## config.mk

```make
export PLATFORM = sky130hd
export DESIGN_NAME = dmr_regs
export DESIGN_NICKNAME = d
export VERILOG_FILES = /design/src/inc/dmr_pkg.sv /design/src/dmr_regs.sv
export SDC_FILE = /design/constraint.sdc
export NUM_CORES = 1
export LEC_CHECK = 0
export BUFFER_PORTS_ARGS = -buffer_cell sky130_fd_sc_hd__buf_2
export CORE_UTILIZATION = 42
export DETAILED_ROUTE_END_ITERATION = 16
export HOLD_SLACK_MARGIN = 0.02
export PLACE_DENSITY = 0.64
export SLEW_MARGIN = 20
export SYNTH_ARGS = -nofsm -noshare
export SYNTH_HDL_FRONTEND = slang
export SYNTH_SLANG_ARGS = --single-unit
```

## constraint.sdc

```tcl
create_clock -name sys_clk -period 5 [get_ports sys_clk]
set_input_delay 0.75 -clock sys_clk [delete_from_list [all_inputs] [get_ports sys_clk]]
set_output_delay 0.75 -clock sys_clk [all_outputs]
set_load 0.02 [all_outputs]
```

## src/inc/dmr_pkg.sv

```systemverilog
package dmr_pkg;

	// ------------------------------------------------------------
	// Register addresses
	// ------------------------------------------------------------
	localparam logic [5:0] ADDR_INFO    = 6'h00;
	localparam logic [5:0] ADDR_FEAT1   = 6'h01;
	localparam logic [5:0] ADDR_FEAT2   = 6'h02;
	localparam logic [5:0] ADDR_SETPT   = 6'h0D;

	// ------------------------------------------------------------
	// Field positions
	// ------------------------------------------------------------
	localparam int BL_LSB       = 0;
	localparam int WPRE_BIT     = 2;
	localparam int RPRE_BIT     = 3;
	localparam int WR_LSB       = 4;
	localparam int RPST_BIT     = 7;
	localparam int RL_LSB       = 0;
	localparam int WL_LSB       = 3;
	localparam int WLS_BIT      = 6;
	localparam int WLEV_BIT     = 7;
	localparam int SETPOINT_WRITE_SEL_BIT   = 6;
	localparam int SETPOINT_ACTIVE_SEL_BIT   = 7;
	localparam int ZQI_LSB      = 3;
	localparam int CA_TERM_STRAP_BIT     = 7;

	// ------------------------------------------------------------
	// Encodings and reset values
	// ------------------------------------------------------------
	localparam logic [1:0] BL_16     = 2'h0;
	localparam logic [1:0] BL_32     = 2'h1;
	localparam logic [1:0] BL_OTF    = 2'h2;
	localparam logic [1:0] ZQI_NONE  = 2'h0;
	localparam logic [1:0] ZQI_GOOD  = 2'h3;
	localparam logic [7:0] FEAT_RST  = 8'h00;
	localparam logic [7:0] BL32_ADD  = 8'h08;
	localparam logic [7:0] BEAT16    = 8'h10;
	localparam logic [7:0] BEAT32    = 8'h20;

	// ------------------------------------------------------------
	// Mode-register command carrier
	// ------------------------------------------------------------
	typedef struct packed {
		logic       wr;
		logic       rd;
		logic [5:0] addr;
		logic [7:0] data;
	} dmr_cmd_t;

	// Decoded operating parameters of the active set point
	typedef struct packed {
		logic [1:0] burst_len_sel;
		logic       wr_pre_2ck;
		logic       rd_pre_toggle;
		logic       rd_trail_len;
		logic [7:0] write_recovery_cycles;
		logic [7:0] read_lat;
		logic [7:0] write_lat;
		logic [7:0] read_to_pre_cycles;
		logic       write_leveling;
	} dmr_op_t;

endpackage : dmr_pkg

```

## src/dmr_regs.sv

```systemverilog
module dmr_regs #(
	parameter int BEATS = 32
) (
	input  wire logic              sys_clk,
	input  wire logic              rst_n,
	input  wire dmr_pkg::dmr_cmd_t cmd,
	input  wire logic              read_inversion_en,
	input  wire logic              ca_term_pad,
	input  wire logic              zq_init_done,
	input  wire logic [1:0]        zq_test_code,
	input  wire logic              rw_cmd,
	input  wire logic              rw_is_write,
	input  wire logic              rw_bl_bit,
	input  wire logic [4:0]        rw_col,
	input  wire logic [4:0]        beat_idx,
	output logic [7:0]             rd_data,
	output logic                   rd_valid,
	output dmr_pkg::dmr_op_t       op,
	output logic                   burst_is_32,
	output logic [4:0]             beat_col,
	output logic                   factory_trim,
	output logic                   zq_cal_ignore
);

	// ------------------------------------------------------------
	// Parameter check
	// ------------------------------------------------------------
	if (BEATS != 32) begin : g_chk
		$error("dmr_regs supports a 32-beat column space only");
	end

	// ------------------------------------------------------------
	// Storage
	// ------------------------------------------------------------
	logic [7:0] feat1 [2];
	logic [7:0] feat2 [2];
	logic       setpoint_write_sel;
	logic       setpoint_active_sel;
	logic [1:0] zq_selftest_result;
	logic       ca_term_strap;
	logic       strap_taken;
	logic       bl32_latched;
	logic [7:0] next_rd_data;

	// ------------------------------------------------------------
	// Write decode and active copies
	// ------------------------------------------------------------
	// Address 0 and unmapped addresses match no strobe, so a write there
	// leaves every register as it was
	wire logic wr_f1  = cmd.wr && cmd.addr == dmr_pkg::ADDR_FEAT1;
	wire logic wr_f2  = cmd.wr && cmd.addr == dmr_pkg::ADDR_FEAT2;
	wire logic wr_sp  = cmd.wr && cmd.addr == dmr_pkg::ADDR_SETPT;
	wire logic [7:0] act1 = feat1[setpoint_active_sel];
	wire logic [7:0] act2 = feat2[setpoint_active_sel];

	// only the write-selected copy takes the new value
	always_ff @(posedge sys_clk or negedge rst_n) begin
		if (!rst_n) begin
			feat1[0] <= dmr_pkg::FEAT_RST;
			feat1[1] <= dmr_pkg::FEAT_RST;
			feat2[0] <= dmr_pkg::FEAT_RST;
			feat2[1] <= dmr_pkg::FEAT_RST;
		end else begin
			// Inactive copy may be rewritten freely while the active one runs
			if (wr_f1) begin
				feat1[setpoint_write_sel] <= cmd.data;
			end
			if (wr_f2) begin
				feat2[setpoint_write_sel] <= cmd.data;
			end
		end
	end

	// ------------------------------------------------------------
	// Set points and status
	// ------------------------------------------------------------
	// Set-point select bits; both move together on one write, so a switch
	// of the active copy never sees a half-updated select pair
	always_ff @(posedge sys_clk or negedge rst_n) begin
		if (!rst_n) begin
			setpoint_write_sel <= 1'b0;
			setpoint_active_sel <= 1'b0;
		end else if (wr_sp) begin
			setpoint_write_sel <= cmd.data[dmr_pkg::SETPOINT_WRITE_SEL_BIT];
			setpoint_active_sel <= cmd.data[dmr_pkg::SETPOINT_ACTIVE_SEL_BIT];
		end
	end

	// strap caught on first clock after reset release, not by reset
	always_ff @(posedge sys_clk or negedge rst_n) begin
		if (!rst_n) begin
			strap_taken   <= 1'b0;
			ca_term_strap <= 1'b0;
		end else if (!strap_taken) begin
			strap_taken   <= 1'b1;
			ca_term_strap <= ca_term_pad;
		end
	end

	// result refreshed when ZQ initialization completes
	always_ff @(posedge sys_clk or negedge rst_n) begin
		if (!rst_n) begin
			zq_selftest_result <= dmr_pkg::ZQI_NONE;
		end else if (zq_init_done) begin
			// Later completions overwrite; the field shows the latest outcome
			zq_selftest_result <= zq_test_code;
		end
	end

	// codes 01 and 10 flag a possible assembly fault
	assign factory_trim  = zq_selftest_result != dmr_pkg::ZQI_NONE &&
	                       zq_selftest_result != dmr_pkg::ZQI_GOOD;
	assign zq_cal_ignore = factory_trim;

	// ------------------------------------------------------------
	// Latency tables
	// ------------------------------------------------------------
	// Each table is indexed by its three-bit code; entries run from code
	// 000 at the top to code 111 at the bottom, so a wrong row is easy to spot.
	// Lookups are pure decode, so they cost no cycle of latency.

	localparam logic [7:0] WR_TAB [8] = '{
		8'h06,
		8'h0A,
		8'h10,
		8'h14,
		8'h18,
		8'h1E,
		8'h22,
		8'h28
	};

	localparam logic [7:0] RL_TAB0 [8] = '{
		8'h06,
		8'h0A,
		8'h0E,
		8'h14,
		8'h18,
		8'h1C,
		8'h20,
		8'h24
	};

	localparam logic [7:0] RL_TAB1 [8] = '{
		8'h06,
		8'h0C,
		8'h10,
		8'h16,
		8'h1C,
		8'h20,
		8'h24,
		8'h28
	};

	// Read-to-precharge base, shared by both read latency tables
	localparam logic [7:0] RTP_TAB [8] = '{
		8'h08,
		8'h08,
		8'h08,
		8'h08,
		8'h0A,
		8'h0C,
		8'h0E,
		8'h10
	};

	localparam logic [7:0] WL_TABA [8] = '{
		8'h04,
		8'h06,
		8'h08,
		8'h0A,
		8'h0C,
		8'h0E,
		8'h10,
		8'h12
	};

	localparam logic [7:0] WL_TABB [8] = '{
		8'h04,
		8'h08,
		8'h0C,
		8'h12,
		8'h16,
		8'h1A,
		8'h1E,
		8'h22
	};

	wire logic [2:0] rl_code = act2[dmr_pkg::RL_LSB +: 3];
	wire logic [2:0] wl_code = act2[dmr_pkg::WL_LSB +: 3];
	wire logic [2:0] wr_code = act1[dmr_pkg::WR_LSB +: 3];
	wire logic [7:0] rtp_base = RTP_TAB[rl_code];

	// ------------------------------------------------------------
	// Decoded operating values
	// ------------------------------------------------------------
	// decoded values taken from the active copy only
	assign op.burst_len_sel         = act1[dmr_pkg::BL_LSB +: 2];
	assign op.wr_pre_2ck            = act1[dmr_pkg::WPRE_BIT];
	assign op.rd_pre_toggle         = act1[dmr_pkg::RPRE_BIT];
	assign op.rd_trail_len          = act1[dmr_pkg::RPST_BIT];
	assign op.write_recovery_cycles = WR_TAB[wr_code];
	// Inversion enable is a live level; the latency follows it at once
	assign op.read_lat              = read_inversion_en ? RL_TAB1[rl_code]
	                                                    : RL_TAB0[rl_code];
	assign op.write_lat             = act2[dmr_pkg::WLS_BIT] ? WL_TABB[wl_code]
	                                                         : WL_TABA[wl_code];
	// longer bursts delay the auto-close precharge
	assign op.read_to_pre_cycles    = bl32_latched ? 8'(rtp_base + dmr_pkg::BL32_ADD)
	                                               : rtp_base;
	assign op.write_leveling        = act2[dmr_pkg::WLEV_BIT];

	// ------------------------------------------------------------
	// Burst length and ordering
	// ------------------------------------------------------------
	// fixed 16, fixed 32, or per-command bit; reserved acts as 16
	wire logic cmd_bl32 = op.burst_len_sel == dmr_pkg::BL_32 ||
	                      (op.burst_len_sel == dmr_pkg::BL_OTF && rw_bl_bit);

	// Held per command so the precharge count matches the burst in flight
	always_ff @(posedge sys_clk or negedge rst_n) begin
		if (!rst_n) begin
			bl32_latched <= 1'b0;
		end else if (rw_cmd) begin
			bl32_latched <= cmd_bl32;
		end
	end
	assign burst_is_32 = bl32_latched;

	// low column bits forced zero; writes also force bits 3:2 to zero
	wire logic [4:0] start_col = {rw_col[4:2] & {1'b1, {2{!rw_is_write}}}, 2'b00};
	logic [4:0] start_q;
	always_ff @(posedge sys_clk or negedge rst_n) begin
		if (!rst_n) begin
			start_q <= 5'h00;
		end else if (rw_cmd) begin
			// Held for the whole burst; beat_idx alone walks the order
			start_q <= start_col;
		end
	end

	// wrap inside the current 16-beat half, then swap halves
	wire logic [3:0] low4 = 4'(start_q[3:0] + beat_idx[3:0]);
	wire logic       half = bl32_latched ? start_q[4] ^ beat_idx[4] : start_q[4];
	always_ff @(posedge sys_clk or negedge rst_n) begin
		if (!rst_n) begin
			beat_col <= 5'h00;
		end else begin
			// Registered so the column output carries no decode glitches
			beat_col <= {half, low4};
		end
	end

	// ------------------------------------------------------------
	// Mode-register read
	// ------------------------------------------------------------
	// info layout; latency read follows write-select copy
	always_comb begin
		next_rd_data = 8'h00;
		unique case (cmd.addr)
			dmr_pkg::ADDR_INFO: begin
				next_rd_data[dmr_pkg::CA_TERM_STRAP_BIT]     = ca_term_strap;
				next_rd_data[dmr_pkg::ZQI_LSB +: 2] = zq_selftest_result;
			end
			// Burst register is write-only; a read of it returns zero
			dmr_pkg::ADDR_FEAT1: next_rd_data = 8'h00;
			dmr_pkg::ADDR_FEAT2: next_rd_data = feat2[setpoint_write_sel];
			dmr_pkg::ADDR_SETPT: begin
				next_rd_data[dmr_pkg::SETPOINT_WRITE_SEL_BIT] = setpoint_write_sel;
				next_rd_data[dmr_pkg::SETPOINT_ACTIVE_SEL_BIT] = setpoint_active_sel;
			end
			default: next_rd_data = 8'h00;
		endcase
	end

	always_ff @(posedge sys_clk or negedge rst_n) begin
		if (!rst_n) begin
			rd_data  <= 8'h00;
			rd_valid <= 1'b0;
		end else begin
			rd_valid <= cmd.rd;
			// Data holds between reads so a late sampler still sees it
			if (cmd.rd) begin
				rd_data <= next_rd_data;
			end
		end
	end

endmodule : dmr_regs

```

==> results_dict.tcl, run 1 <==
set metrics [dict create \
    grt_overflow 0 \
    fmaxAchievable_mhz 286.8 \
    vias_per_cell 4.751 \
    initial_core_util_pct 44.02 \
    drc 0 \
    worstMarginPinSlew_ns 1.029 \
    max-vdd-ir-drop_mv 0.1109 \
    fin_util_pct 51.18 \
    min_period_ns 3.487 \
    synth_area_per_cell_sq_um 12.31 \
    vias 1981 \
    synthCells 247 \
    setup_viol 0 \
    hold_slack_ns 0.4755 \
    clkLatencyLatePin_ns 0.31 \
    dp_slack_ns 1.808 \
    start_kind "flop" \
    synth_edf_count 0 \
    cts_setup_buffers 0 \
    cts_tree "yes" \
    io_pins 91 \
    holdBufCountCts 0 \
    dpl.hpwl_mm 3.956 \
    routed_wl_mm 5.293 \
    cp.required_ns 4.25 \
    syn-cell-area_sq_um 3040 \
    synthTopCellsByArea "dfrtp_1 (46%), mux2_2 (22%), mux2i_1 (6.6%)" \
    numCtsBuffers 5 \
    p_total_mw 1.062 \
    grt.met3_usage_pct 2.938 \
    use_met2_pct 25.13 \
    cts_num_sinks 56 \
    fp.dieH_um 87.08 \
    r2r_end "burst_is_32" \
    crit_arrival_ns 2.74 \
    ys_ff_latch 56 \
    ant_nets 0 \
    clkTransAtPathRegs_ns 0.10 \
    crit_type "reg2out" \
    slew_headroom_pct 29.44 \
    rr_worst_depth 3 \
    critPathCaptureType "output pin" \
    power_density_nw_per_um2 300.6 \
    syn2layout_area_growth_pct 16.26 \
    synth_top_cell_by_area "dfrtp_1" \
    grt_max_degree 57 \
    setup-tns-final_ns 0 \
    async_flop_share_pct 100.0 \
    hp-class "reg2reg" \
    clock_path_buffers 2 \
    p_leak_nw 1.857 \
    drt_first_pass_iters 3 \
    io_buffers 75 \
    synthFlopType "dfrtp_1" \
    ys_seq_area_share_pct 46.09 \
    rsz0062_at_grt "no" \
    grt_pass1_vias 1897 \
    synth.distinct_cells 37 \
    antenna_found_initial 0 \
    finalHoldViolCount 0 \
    r2r-start "setpoint_active_sel" \
    gp_congestion 0.7537 \
    r2r_slack_ns 3.02 \
    design.die.area_sq_um 7583 \
    cts_resized 0 \
    use_met1_pct 20.59 \
    die_width_um 87.08 \
    worst_slack_ns 1.513 \
    cts_max_level 2 \
    skew_ns 0.004858 \
    synth_top_area_share_pct 46.09 \
    busiest_layer "met2" \
    cp-startpoint "setpoint_active_sel" \
    diodes 0 \
    num_rows 30 \
    cap_viol_max_count 0 \
    outcome "finished clean" \
    grt_first_pass_wirelength_mm 8.997 \
    worstPathMaxFanout 18 \
    crit_path_end "op[19]" \
    finalCritPeriodShare_pct 69.73 \
    drive_gt1_share_pct 45.79 \
    core_area_sq_um 6907 \
    yosysWarnings 0 \
    wl_per_cell_um 12.69 \
    grt_usage_pct 15.49 \
    slew_viol_final 0 \
    clockRootBuffer "clkbuf_8" \
    drtIter0Drc 110 \
    finalNetCount 369 \
]
[cell usage after synthesis (all sizes together), types with 3 or more instances]
cell     n
nor2b    3
nor2     6
nand3b   4
buf     20
inv     17
xnor2    3
nand2    8
nand2b   3
mux2i   20
dfrtp   56
ha      13
mux2    59
o22ai    6
o21ai    3
[critical path, stage by stage, from the launching register on]
cell and delay (ns):
dfrtp_1 0.88, mux2i_1 0.93, mux2i_1 0.17, mux2_2 0.29, buf_2 0.16
[worst min path at each step]
| stage | start | end | slack (ns) | cells after the start |
|---|---|---|---|---|
| global route | start_q[4] | beat_col[4] | 0.50 | 1 |
| finish | start_q[4] | beat_col[4] | 0.48 | 1 |
| global placement | start_q[4] | beat_col[4] | 0.45 | 1 |
| detailed placement | start_q[4] | beat_col[4] | 0.47 | 1 |
| CTS | start_q[4] | beat_col[4] | 0.48 | 1 |
| floorplan | start_q[4] | beat_col[4] | 0.44 | 1 |
[cells by family after synthesis]
| family | after synthesis | synth area share [%] |
|---|---|---|
| compound gates | 15 | 3.086 |
| xor+xnor | 5 | 1.441 |
| fa+ha+maj | 13 | 5.350 |
| buf+inv | 39 | 6.831 |
| flops | 56 | 46.09 |
| mux | 79 | 28.44 |
| other cells | 2 | 0.2470 |
| simple gates | 38 | 8.519 |
[layout by cell type (no fill, tap or decap), types with 8 or more instances in the layout]
master,count
inv_1,17
nand2_1,8
buf_2,75
ha_1,13
conb_1,14
mux2i_1,20
mux2_2,59
dfrtp_1,56
[where the power goes]
| part | total, mW | switching, mW | internal [mW] | leakage [nW] |
|---|---|---|---|---|
| clock | 0.253 | 0.140 | 0.113 | 0.0455 |
| combinational | 0.292 | 0.164 | 0.127 | 1.07 |
| sequential | 0.517 | 0.0307 | 0.487 | 0.739 |
[per-stage QoR]
| step | cell area [sq um] | cells |
|---|---|---|
| after floorplan | 3085 | 259 |
| after global placement | 3445 | 409 |
| after detailed placement | 3445 | 409 |
| after CTS | 3535 | 417 |
| after global routing | 3535 | 417 |
| final | 3535 | 417 |
[registers in the layout (all words and copies together) (netlist names)]
signal and cells:
start_q 3, zq_selftest_result 2, rd_data 8, beat_col 5, ca_term_strap 1, feat2 16, rd_valid 1, feat1 16
setpoint_write_sel 1, burst_is_32 1, strap_taken 1, setpoint_active_sel 1
[routing by layer]
| layer | share of wire [%] | wire length (um) | vias to the layer above |
|---|---|---|---|
| li1 | - | - | 978 |
| met1 | 46 | 2454 | 947 |
| met2 | 48 | 2542 | 49 |
| met3 | 4.0 | 213 | 7 |
| met4 | 1.5 | 82 | 0 |
| met5 | 0 | 0 | - |
[cell type report]
type | count | area, sq um
clock buffers | 8 | 90.09
fillers | 674 | 3372
inverters | 17 | 63.81
multi-input cells | 164 | 1476
flip-flops and latches | 56 | 1401
well taps | 96 | 120.1
repair buffers | 76 | 382.9
(Power assumes the default switching activity.)
==> run 2, diff against run 1 <==
- clock period: 5 -> 3.4 ns (I/O delays scaled with it)
==> run 2 against run 1 <==
Non-clock buffer count increased by 3. Sequential cell count unchanged. Sequential power rose by 46%. First-iteration DRC count shrank 34%. Critical endpoint is now op[12]. Largest power group unchanged.
==> results_dict.tcl, run 2 (same netlist as run 1, synthesis figures left out) <==
set metrics [dict create \
    slew_headroom_pct 55.75 \
    core_area_sq_um 6907 \
    layout_common_cells "buf_2 (74), mux2_2 (59), dfrtp_1 (56), mux2i_1 (20), inv_1 (17)" \
    finalNetCount 372 \
    finalHoldViolCount 0 \
    fmaxAchievable_mhz 357.3 \
    finalCritPeriodShare_pct 82.31 \
    clkLatencyLatePin_ns 0.31 \
    initial_core_util_pct 44.02 \
    cts_resized 0 \
    diodes 0 \
    rr_worst_depth 2 \
    start_kind "flop" \
    routed_wl_mm 5.520 \
    cts_max_level 2 \
    num_rows 30 \
    hp-class "in2async" \
    drc 0 \
    io_buffers 75 \
    ant_nets 0 \
    p_leak_nw 1.868 \
    wl_per_cell_um 13.14 \
    cts_num_sinks 56 \
    worstPathMaxFanout 13 \
    die_width_um 87.08 \
    critPathCaptureType "output pin" \
    design.die.area_sq_um 7583 \
    skew_ns 0.004526 \
    worstMarginPinSlew_ns 0.6453 \
    hold_slack_ns 0.1875 \
    clkTransAtPathRegs_ns 0.10 \
    grt_usage_pct 16.16 \
    reg_top3 "feat1 x16, feat2 x16, rd_data x8" \
    grt_pass1_vias 2018 \
    antenna_found_initial 0 \
    crit_arrival_ns 2.29 \
    drt_first_pass_iters 3 \
    cts_setup_buffers 0 \
    setup-tns-final_ns 0 \
    fp.dieH_um 87.08 \
    final_common_cell "buf_2" \
    cap_viol_max_count 0 \
    drive_gt1_share_pct 46.60 \
    power_density_nw_per_um2 438.8 \
    r2r-start "setpoint_write_sel" \
    syn2layout_area_growth_pct 17.04 \
    holdBufCountCts 0 \
    grt_max_degree 45 \
    clock_path_buffers 2 \
    max-vdd-ir-drop_mv 0.2186 \
    drtIter0Drc 73 \
    min_period_ns 2.798 \
    vias 1999 \
    grt_first_pass_wirelength_mm 9.377 \
    cp-startpoint "setpoint_active_sel" \
    io_pins 91 \
    cts_tree "yes" \
    crit_type "reg2out" \
    numCtsBuffers 5 \
    dpl.hpwl_mm 4.195 \
    r2r_slack_ns 1.72 \
    rsz0062_at_grt "no" \
    grt_overflow 0 \
    vias_per_cell 4.760 \
    clockRootBuffer "clkbuf_8" \
    setup_viol 0 \
    crit_path_end "op[12]" \
    cp.required_ns 2.89 \
    outcome "finished clean" \
    r2r_end "feat2[4]" \
    gp_congestion 0.7939 \
    slew_viol_final 0 \
]
==> run 2: power by group <==
group	internal [mW]	total, mW	switching [mW]
clock	0.147	0.364	0.217
sequential	0.716	0.754	0.0383
combinational	0.192	0.443	0.252
==> run 2: metrics by stage <==
| stage | cells | setup WS [ns] | utilization (%) | total power, mW | cell area, sq um |
|---|---|---|---|---|---|
| floorplan | 259 | 0.9087 | - | 1.088 | 3085 |
| detailed placement | 412 | 0.9522 | 50.20 | 1.218 | 3467 |
| CTS | 420 | 0.5919 | 51.49 | 1.586 | 3556 |
| finish | 420 | 0.6016 | 51.52 | 1.562 | 3558 |
| global route | 420 | 0.4450 | 51.52 | 1.662 | 3558 |
| global placement | 412 | 0.9565 | 50.20 | 1.209 | 3467 |
==> run 2: critical path: stages, from the launching register on <==
cell     delay (ns)
dfrtp_1        0.53
buf_4          0.29
mux2i_1        0.60
mux2_2         0.40
buf_2          0.16
==> run 2: per-layer routing <==
layer	GRT usage, %	vias to the layer above	share of wire, %
li1	-	981	-
met1	19.79	963	44
met2	28.56	49	52
met3	2.938	6	3.4
met4	5.455	0	1.4
met5	0	-	0
==> run 2: final cells by class <==
class                      instances  area [sq um]
fill                             664          3348
multi-input combinational        164          1476
sequential                        56          1401
timing repair buffer              79         407.9
tap                               96         120.1
clock buffer                       6         72.57
inverter                          17         63.81
clock inverter                     2         16.27
==> run 2: worst min path at each step <==
stage,cells after the start,end,startpoint
after global placement,1,beat_col[4],start_q[4]
after global routing,1,feat1[9],rst_n
final,1,feat1[2],rst_n
after detailed placement,1,beat_col[4],start_q[4]
after floorplan,0,beat_col[0],rst_n
after CTS,1,beat_col[1],beat_idx[1]
